===== src/core/hssc_pkg.sv =====
package hssc_pkg;

    // clock and derived ticks
    localparam int SYS_CLK_HZ = 125000000;
    localparam int LOGIC_CLK_HZ = 250000;
    localparam int LOGIC_DIV = SYS_CLK_HZ / LOGIC_CLK_HZ;
    localparam int TICK_US = 4;
    localparam int TICK_LOGIC = TICK_US * LOGIC_CLK_HZ / 1000000;
    localparam int TICK_DIV = LOGIC_DIV * TICK_US * LOGIC_CLK_HZ / 1000000;
    localparam int PUMP_TIMER_US = 32;
    localparam int PUMP_TIMER_TICKS = PUMP_TIMER_US / TICK_US;
    localparam int SEQ_WAIT_NS = 15360000;
    localparam int SEQ_WAIT_CYC = SEQ_WAIT_NS / 8;

    // register map (avalon word addresses in bytes)
    localparam logic [3:0] REG_CTRL = 4'h0;
    localparam logic [3:0] REG_STATUS = 4'h4;
    localparam logic [3:0] REG_IRQ_STAT = 4'h8;
    localparam logic [3:0] REG_IRQ_MASK = 4'hc;

    // ctrl bits
    localparam int CTRL_START = 0;
    localparam int CTRL_ABORT = 1;

    // irq event bits
    localparam int IRQ_W = 4;
    localparam int EV_PGOOD = 0;
    localparam int EV_TIMEOUT = 1;
    localparam int EV_OVERCUR = 2;
    localparam int EV_DONE = 3;

    typedef enum logic [8:0] {
        HSSC_IDLE = 9'h001,
        HSSC_SETTLE = 9'h002,
        HSSC_ENABLE = 9'h004,
        HSSC_WAIT_RAIL = 9'h008,
        HSSC_RANGE = 9'h010,
        HSSC_RAMP = 9'h020,
        HSSC_PGOOD = 9'h040,
        HSSC_HOLD = 9'h080,
        HSSC_SHUTDOWN = 9'h100
    } hssc_state_t;

    typedef struct packed {
        logic primary_current_cmp;
        logic external_current_cmp;
        logic rail_voltage_reached;
        logic fast_overcurrent_in;
    } hssc_sense_t;

    typedef struct packed {
        logic pump_drive_out;
        logic rail_shutdown_out;
        logic pri_limit_select_n;
        logic ext_limit_select_n;
        logic power_good_n;
    } hssc_drive_t;

endpackage


===== src/core/hssc_pump.sv =====
`timescale 1ns/1ps
module hssc_pump import hssc_pkg::*; (
    // clock and reset
    input wire logic i_clk,
    input wire logic i_reset_n,
    // 4 us tick
    input wire logic i_tick,
    // modulation out
    output logic o_modulation
);
    logic [3:0] pump_timer;
    logic pump_timer_terminal;
    logic tc_stretch_flop;
    logic pump_timer_gate;

    assign pump_timer_terminal = (pump_timer == 4'(PUMP_TIMER_TICKS - 1));

    // stretch flop on the 4 us tick
    always_ff @(posedge i_clk) begin
        if (!i_reset_n) begin
            tc_stretch_flop <= 1'b0;
            pump_timer_gate <= 1'b1;
        end else if (i_tick) begin
            tc_stretch_flop <= pump_timer_terminal & pump_timer_gate;
            pump_timer_gate <= ~tc_stretch_flop;
        end
    end

    // timer held while gate is low
    always_ff @(posedge i_clk) begin
        if (!i_reset_n) begin
            pump_timer <= 4'h0;
        end else if (i_tick && pump_timer_gate && !tc_stretch_flop) begin
            pump_timer <= pump_timer_terminal ? 4'h0 : pump_timer + 4'h1;
        end
    end

    // gate lags the stretch flop one tick, so the pair spans both held ticks
    assign o_modulation = pump_timer_gate & ~tc_stretch_flop;
endmodule


===== src/core/hssc_top.sv =====
`timescale 1ns/1ps
// Functional notes
// - pump timing derives from a 250 kHz logic clock, 4 us tick; sequence waits count system clocks
// - pump timer terminal count captured by stretch flop on 4 us tick
// - timer gate loads inverse of stretch flop one tick later; pump period 40 us
// - modulation high 32 us, low 8 us each period
// - before rail voltage is reached, pump drive follows modulation only while both current comparators are low
// - once rail voltage reached, drive follows modulation regardless of current
// - step 3 waits up to 15.36 ms for rail voltage, else shutdown
// - step 4 drives both limit selects low, raising limit to 15 A
// - step 5 waits 15.36 ms unconditionally
// - step 6 drives power good low
// - step 7 waits 15.36 ms then sequence is done
// - external high on fast overcurrent input shuts the pass switch quickly
// - rail shutdown starts high, goes low to turn rail on
// - step 1 waits 15.36 ms, step 2 drives rail shutdown low
module hssc_top import hssc_pkg::*; #(
    // sequencer wait length in clocks
    parameter int WAIT_CYC = SEQ_WAIT_CYC
) (
    // clock and reset
    input wire logic i_clk,
    input wire logic i_reset_n,
    // avalon-mm slave
    input wire logic [3:0] i_avs_address,
    input wire logic i_avs_read,
    input wire logic i_avs_write,
    input wire logic [31:0] i_avs_writedata,
    output logic [31:0] o_avs_readdata,
    output logic o_avs_waitrequest,
    // analog comparators and sense
    input wire hssc_sense_t i_sense,
    // board drive
    output hssc_drive_t o_drive,
    // interrupt
    output logic o_irq
);
    hssc_state_t state;
    hssc_state_t next_state;
    logic [$clog2(LOGIC_DIV)-1:0] logic_div;
    logic logic_en;
    logic tick;
    logic [$clog2(WAIT_CYC)-1:0] wait_timer;
    logic wait_done;
    logic modulation;
    logic pump_drive_out;
    logic rail_shutdown_out;
    logic limit_select_n;
    logic power_good_n;
    logic start_req;
    logic abort_req;
    logic [IRQ_W-1:0] irq_status;
    logic [IRQ_W-1:0] irq_mask;
    logic [IRQ_W-1:0] irq_event;
    logic bus_ack;
    logic wr_stb;

    function automatic logic timed_step(input hssc_state_t s);
        return (s == HSSC_SETTLE) || (s == HSSC_WAIT_RAIL) || (s == HSSC_RAMP) || (s == HSSC_HOLD);
    endfunction

    // 250 kHz logic clock enable; its 4 us period is the registered-logic tick
    always_ff @(posedge i_clk) begin
        if (!i_reset_n) begin
            logic_div <= '0;
        end else begin
            logic_div <= logic_en ? '0 : logic_div + 1'b1;
        end
    end
    assign logic_en = (logic_div == $bits(logic_div)'(LOGIC_DIV - 1));
    assign tick = logic_en;

    hssc_pump u_pump (
        .i_clk(i_clk),
        .i_reset_n(i_reset_n),
        .i_tick(tick),
        .o_modulation(modulation)
    );

    // registered pump drive; cut at once on overcurrent or when rail is off
    always_ff @(posedge i_clk) begin
        if (!i_reset_n) begin
            pump_drive_out <= 1'b0;
        end else begin
            pump_drive_out <= modulation && !rail_shutdown_out && !i_sense.fast_overcurrent_in
                && ((!i_sense.primary_current_cmp && !i_sense.external_current_cmp)
                || i_sense.rail_voltage_reached);
        end
    end

    // wait timer restarts on every timed-step entry
    always_ff @(posedge i_clk) begin
        if (!i_reset_n) begin
            wait_timer <= '0;
        end else if (next_state != state || !timed_step(state)) begin
            wait_timer <= '0;
        end else if (!wait_done) begin
            wait_timer <= wait_timer + 1'b1;
        end
    end
    assign wait_done = (wait_timer == $bits(wait_timer)'(WAIT_CYC - 1));

    always_comb begin
        next_state = state;
        unique case (state)
            HSSC_IDLE: if (start_req) next_state = HSSC_SETTLE;
            HSSC_SETTLE: if (wait_done) next_state = HSSC_ENABLE;
            HSSC_ENABLE: next_state = HSSC_WAIT_RAIL;
            HSSC_WAIT_RAIL: begin
                if (i_sense.rail_voltage_reached) next_state = HSSC_RANGE;
                else if (wait_done) next_state = HSSC_SHUTDOWN;
            end
            HSSC_RANGE: next_state = HSSC_RAMP;
            HSSC_RAMP: if (wait_done) next_state = HSSC_PGOOD;
            HSSC_PGOOD: next_state = HSSC_HOLD;
            HSSC_HOLD: if (wait_done) next_state = HSSC_IDLE;
            HSSC_SHUTDOWN: if (start_req) next_state = HSSC_SETTLE;
        endcase
        // idle too: a finished sequence leaves the rail on and still needs the trip
        if ((i_sense.fast_overcurrent_in || abort_req) && state != HSSC_SHUTDOWN) begin
            next_state = HSSC_SHUTDOWN;
        end
    end

    always_ff @(posedge i_clk) begin
        if (!i_reset_n) begin
            state <= HSSC_IDLE;
        end else begin
            state <= next_state;
        end
    end

    // board outputs; all held in their safe level until sequenced
    always_ff @(posedge i_clk) begin
        if (!i_reset_n) begin
            rail_shutdown_out <= 1'b1;
            limit_select_n <= 1'b1;
            power_good_n <= 1'b1;
        end else begin
            if (next_state == HSSC_SHUTDOWN || next_state == HSSC_SETTLE) begin
                rail_shutdown_out <= 1'b1;
                limit_select_n <= 1'b1;
                power_good_n <= 1'b1;
            end else begin
                if (state == HSSC_ENABLE) rail_shutdown_out <= 1'b0;
                if (state == HSSC_RANGE) limit_select_n <= 1'b0;
                if (state == HSSC_PGOOD) power_good_n <= 1'b0;
            end
        end
    end

    assign o_drive.pump_drive_out = pump_drive_out;
    assign o_drive.rail_shutdown_out = rail_shutdown_out;
    assign o_drive.pri_limit_select_n = limit_select_n;
    assign o_drive.ext_limit_select_n = limit_select_n;
    assign o_drive.power_good_n = power_good_n;

    // bus: one wait cycle, answered on the second edge
    always_ff @(posedge i_clk) begin
        if (!i_reset_n) begin
            bus_ack <= 1'b0;
        end else begin
            bus_ack <= (i_avs_read || i_avs_write) && !bus_ack;
        end
    end
    assign o_avs_waitrequest = (i_avs_read || i_avs_write) && !bus_ack;
    assign wr_stb = i_avs_write && bus_ack;

    // ctrl bits self-clear; a write pulses them
    always_ff @(posedge i_clk) begin
        if (!i_reset_n) begin
            start_req <= 1'b0;
            abort_req <= 1'b0;
        end else begin
            start_req <= wr_stb && i_avs_address == REG_CTRL && i_avs_writedata[CTRL_START];
            abort_req <= wr_stb && i_avs_address == REG_CTRL && i_avs_writedata[CTRL_ABORT];
        end
    end

    always_comb begin
        irq_event = '0;
        irq_event[EV_PGOOD] = (state == HSSC_PGOOD);
        irq_event[EV_TIMEOUT] = (state == HSSC_WAIT_RAIL) && (next_state == HSSC_SHUTDOWN)
            && !i_sense.fast_overcurrent_in;
        irq_event[EV_OVERCUR] = (next_state == HSSC_SHUTDOWN) && (state != HSSC_SHUTDOWN)
            && i_sense.fast_overcurrent_in;
        irq_event[EV_DONE] = (state == HSSC_HOLD) && (next_state == HSSC_IDLE);
    end

    // sticky status, write one to clear; a new event wins over the clear
    always_ff @(posedge i_clk) begin
        if (!i_reset_n) begin
            irq_status <= '0;
            irq_mask <= '0;
        end else begin
            if (wr_stb && i_avs_address == REG_IRQ_STAT) begin
                irq_status <= (irq_status & ~i_avs_writedata[IRQ_W-1:0]) | irq_event;
            end else begin
                irq_status <= irq_status | irq_event;
            end
            if (wr_stb && i_avs_address == REG_IRQ_MASK) begin
                irq_mask <= i_avs_writedata[IRQ_W-1:0];
            end
        end
    end
    assign o_irq = |(irq_status & irq_mask);

    always_ff @(posedge i_clk) begin
        if (!i_reset_n) begin
            o_avs_readdata <= '0;
        end else if (i_avs_read && !bus_ack) begin
            unique case (i_avs_address)
                REG_CTRL: o_avs_readdata <= '0;
                REG_STATUS: o_avs_readdata <= {14'h0, 9'(state), i_sense, pump_drive_out,
                    rail_shutdown_out, limit_select_n, power_good_n, modulation};
                REG_IRQ_STAT: o_avs_readdata <= {28'h0, irq_status};
                REG_IRQ_MASK: o_avs_readdata <= {28'h0, irq_mask};
                default: o_avs_readdata <= '0;
            endcase
        end
    end
endmodule


===== config.mk =====
export PLATFORM = sky130hd
export DESIGN_NAME = hssc_top
export DESIGN_NICKNAME = d
export VERILOG_FILES = /design/src/core/hssc_pkg.sv /design/src/core/hssc_pump.sv /design/src/core/hssc_top.sv
export SDC_FILE = /design/constraint.sdc
export NUM_CORES = 1
export LEC_CHECK = 0
export BUFFER_PORTS_ARGS = -buffer_cell sky130_fd_sc_hd__buf_4
export CORE_MARGIN = 2
export CORE_UTILIZATION = 45
export DETAILED_ROUTE_END_ITERATION = 7
export PLACE_DENSITY = 0.74
export SLEW_MARGIN = 15
export SYNTH_ARGS = -nofsm -noshare
export SYNTH_HDL_FRONTEND = slang
export SYNTH_HIERARCHICAL = 1
export SYNTH_SLANG_ARGS = --single-unit

===== constraint.sdc =====
create_clock -name i_clk -period 2.68 [get_ports i_clk]
set_clock_uncertainty 0.05 [all_clocks]
set_input_delay 0.536 -clock i_clk [delete_from_list [all_inputs] [get_ports i_clk]]
set_output_delay 0.536 -clock i_clk [all_outputs]
set_load 0.01 [all_outputs]

* Yosys cells after proc, flatten, opt, wreduce, memory -nomap -nowiden *
Cells that the tools add are included.

word-level totals
  output and inout bits = 39
  flip-flop bits (word level) = 92
  logic and storage cells = 100
  bits of input ports = 44

operators by class
  bitwise logic cells = 9
  reductions and logical operators = 41
  add/sub/neg operators = 3
  equal/unequal tests = 20
  mux-type cells = 11

operators with widths
  cell                     count
  $pmux W9 S8              1
  $mux W9                  7
  $pmux W18 S3             1
  $eq A9 B9 Y1 const B     3
  $add A21 B1 Y21 const B  1
  $eq A21 B21 Y1 const B   1
  $logic_and A1 B1 Y1      20
  $eq A9 B1 Y1 const B     2
  $eq A9 B2 Y1 const B     2
  $add A9 B1 Y9 const B    1
  $eq A9 B3 Y1 const B     1
  $eq A9 B4 Y1 const B     1
  $eq A9 B5 Y1 const B     1
  $eq A9 B6 Y1 const B     1
  $eq A9 B7 Y1 const B     1
  $eq A9 B8 Y1 const B     1
  $ne A9 B9 Y1             1
  $ne A9 B9 Y1 const B     1
  $and A4 B4 Y4            2
  $eq A4 B3 Y1 const B     2
  $eq A4 B4 Y1 const B     2
  $logic_or A1 B1 Y1       8
  $mux W4                  2
  $or A4 B4 Y4             2
  other kinds (8)          19

* Logic depth before layout (Yosys ltp) *
  depth in word-level cells = 10
  mapped depth = 9
  depth with buffers taken out = 7

* By module *
The synthesis kept the hierarchy.

by module, submodules not included
  module     sequential area each (sq um)  times used  cells an instance  area an instance (sq um)
  hssc_top   1,441.4                       1           426                3,741.1
  hssc_pump  120.1                         1           29                 286.5

* Worst setup path before layout *
OpenSTA, ideal clock, no wires.

  kind = register to register
  start point = register state[5]
  end point = register wait_timer[8]
  setup time = 128 ps
  path slack = 163 ps
  period minus slack after synthesis = 2,517 ps
  required time = 2,502 ps
  path buffers = 3
  stages on the path, launching flop included = 10
  arrival = 2,339 ps
  cell sequence = dfxtp_1 > buf_6 > or3_4 > or3_1 > buf_6 > or4b_4 > o31a_2 > o221ai_4 > buf_6 > a2111oi_2

between the ends
  word-level cells in the longest chain between the ends = 7
  elaborated cells on any way between the ends = 27
  classes of those cells = 11 x eq/ne; 8 x mux; 8 x reduce/logical

RTL lines
  item                                                      RTL line                         text
  from (decl)                                               hssc_top.sv:38                   hssc_state_t state;
  from (signal assigned)                                    hssc_top.sv:129                  state <= next_state;
  $eq A9 B9 Y1 (tied with other cells)                      hssc_top.sv:105                  unique case (state)
  $reduce_or A2 Y1 (no line) (tied with other cells)        n/a
  $pmux W9 S8 / $logic_or A1 B1 Y1 (equally long branches)  hssc_top.sv:105, hssc_top.sv:59
  $mux W9 / $logic_or A1 B1 Y1 (equally long branches)      hssc_top.sv:120, hssc_top.sv:59
  $ne A9 B9 Y1 / $logic_not A1 Y1 (equally long branches)   hssc_top.sv:95                   end else if (next_state != state || !timed_step(state)) begin
  $logic_or A1 B1 Y1 *                                      hssc_top.sv:95
  $reduce_or A2 Y1 (no line) *                              n/a
  to (signal assigned)                                      hssc_top.sv:98                   wait_timer <= wait_timer + 1'b1;
  to (decl)                                                 hssc_top.sv:43                   logic [$clog2(WAIT_CYC)-1:0] wait_timer;

Every way passes the cells marked *; elsewhere a longest branch is shown, timed or not.
A chain may end at the register's enable or synchronous reset.

* Final worst setup path *
  start point = register state[3]
  end point = register wait_timer[5]

Same word-level chain as after synthesis.

==> out/qor.csv <==
metric,value,unit
ctsHoldBuffers,0,
holdWs,0.311,ns
fp.dieH,98.6,um
fillers,789,
async_reset_ff_share,0,%
cp_slowest_cell,or4b_4,
fin_crit,2.57,ns
synth_top_cell_by_area,dfxtp_1,
viasPerCell,5.40,
cp.required,2.89,ns
clockBufferDepth,2,
core.rowCount,34,
wl_per_cell,14.1,um
status,"complete, no violations",
max_freq,389,MHz
numCtsBuffers,9,
drv_cap,0,
drtIter0Drc,169,
ys_seq_elements,78,
holdCritPathClass,in -> reg,
critPathLaunchType,flop,
die_w,98.6,um
path_class,reg -> reg,
cts.sinks,78,
fin_crit_sh,95.9,%
dieArea,9720,sq um
post-cts-setup-buffer-count,0,
grt_pass1_vias,3278,
critPathTopFamily,simple AND/OR/NAND/NOR gates,
place.gp.congestion,0.919,
clock_latency,0.37,ns
ir_drop,0.000248,V
synth_edf_count,0,
crit_cells,7,
htreeDepth,3,
p_leak,0.00166,uW
hold_viol,0,
rsz0062_at_grt,false,
synth_cell_types,66,
r2r_end,wait_timer[5],
cp_slowest_stage_delay,0.53,ns
io_pins,83,
initial_utilization,46.2,%
maxSlewViolCount,0,
drc_errors,0,
r2r_start,state[3],
netlist_instances,455,
grt_use_total,18.1,%
seq_area_frac_synth,38.8,%
crit_buf_inv,1,
worstPathArrival,2.78,ns
placed_cell_area,4380,sq um
synth_common_cells,"dfxtp_1 (78), nor2_1 (39), nand2_1 (32), nor2b_1 (23)",
clkTransAtPathRegs,0.08,ns
grt_pass1_wl,14600,um
post-route-cell-area,4610,sq um
avgSynthCellArea,8.85,sq um
worstPathCellList,"or3_4, or3_1, or4b_4, o31a_2, o221ai_4, buf_4, nor3_2",
antenna_left,0,
antenna_found_initial,0,
rrSetupSlack,0.11,ns
min_from,i_sense[0],
power_density,521,nW/um^2
synthFlopType,dfxtp_1,
fin_nets,543,
end_kind,flop,
grt_max_degree,41,
reg2reg_depth,7,
dr.pass1.iters,4,
wl,8600,um
layout-drive-gt1-share,21.2,%
synth.cell_area,4030,sq um
setup_viol,0,
setup_tns,0,ns
crit_path_start,state[3],
yosysMostFrequentCell,dfxtp_1,
vias,3291,
synth_area_leaders,"dfxtp_1 (39%), a22oi_1 (3.9%), buf_4 (3.9%)",
cp-endpoint,wait_timer[5],
antenna_cells,0,
portBuffers,40,
core-area,8720,sq um
yosysWarnings,6,
cts_tree,done,
area_growth,14.5,%
cp_max_fo,8,
root_buffer,clkbuf_8,
yosysTopAreaCellShare,38.8,%
dp_hpwl,6340,um
gr-total-overflow,0,
worst register-to-register path, delay by kind of cell (launching register included):
kind | cells | cell delay (ns)
AOI/OAI and AO/OA | 2 | 0.47
buffers and inverters | 1 | 0.26
DFF | 1 | 0.31
and+or+nand+nor | 4 | 1.40
through the flow:
| step | util (%) | cells | power, uW | worst slack [ns] |
|---|---|---|---|---|
| 3_3_place_gp | 50.2 | 593 | 1440 | 0.127 |
| 5_1_grt | 52.9 | 609 | 2500 | 0.00661 |
| 4_1_cts | 52.8 | 609 | 2410 | 0.114 |
| 2_1_floorplan | - | 468 | 1380 | 0.163 |
| 3_5_place_dp | 50.2 | 593 | 1440 | 0.111 |
| 6_report | 52.9 | 609 | 2400 | 0.110 |
layout by cell type (no fill, tap or decap), types with 10 or more instances in the layout:
cell type  count
o21ai_0       13
xnor2_1       18
nor4_1        10
and2_1        10
a22oi_1       21
a21oi_1       10
nor3_1        17
dfxtp_1       78
conb_1        14
nor2_1        39
nand2_1       32
nor2b_1       23
buf_4         61
xor2_1        11
nand3_1       12
report_power, final:
| group | internal (uW) | total, uW | switching [uW] |
|---|---|---|---|
| clock | 533 | 988 | 455 |
| sequential | 1170 | 1180 | 6.83 |
| combinational | 94.5 | 238 | 143 |
| total | 1800 | 2400 | 605 |
registers in the layout, indices dropped and copies added (netlist names), 4 cells and up:
signal             cells
wait_timer            21
irq_status             4
u_pump/pump_timer      4
logic_div              9
o_avs_readdata        18
state                  9
irq_mask               4
metal layers:
metal | vias up | track usage [%] | wire [um]
met1 | 1525 | 21.2 | 3900
met4 | 0 | 7.48 | 142
met3 | 14 | 4.61 | 416
met2 | 91 | 31.4 | 4140
met5 | - | 0 | 0
li1 | 1661 | - | -
how the worst min path moves through the flow:
stage | to | slack [ns] | cells past startpoint
3_5_place_dp | logic_div[0] | 0.39 | 1
6_report | pump_drive_out | 0.31 | 2
5_1_grt | pump_drive_out | 0.31 | 2
4_1_cts | pump_drive_out | 0.31 | 2
3_3_place_gp | logic_div[0] | 0.37 | 1
2_1_floorplan | logic_div[0] | 0.36 | 1
area by class of cell:
cell class / instances / area (sq um) / share of cell area (%)
clock inverter: 6 / 93.8 / 2.03
multi-input combinational: 338 / 2210 / 47.8
timing repair buffer: 61 / 458 / 9.93
sequential: 78 / 1560 / 33.9
inverter: 8 / 30.0 / 0.651
clock buffer: 10 / 128 / 2.77
tap: 108 / 135 / 2.93
kinds of logic after synthesis:
family	after synthesis	share of synthesized area [%]
AO/OA/AOI/OAI	85	15.4
XOR/XNOR	29	6.31
adder cells (fa/ha/maj)	3	0.932
buffers and inverters	52	8.05
flip-flops	78	38.8
multiplexers	9	2.36
other	1	0.0931
AND/OR/NAND/NOR	198	28.1
repair_timing:
item	4_1_cts	5_1_grt
endpoints found under the hold margin	0	0
resized for setup	0	1
setup endpoints to repair	0	19
No activity file was read; power rests on OpenSTA's default activity.
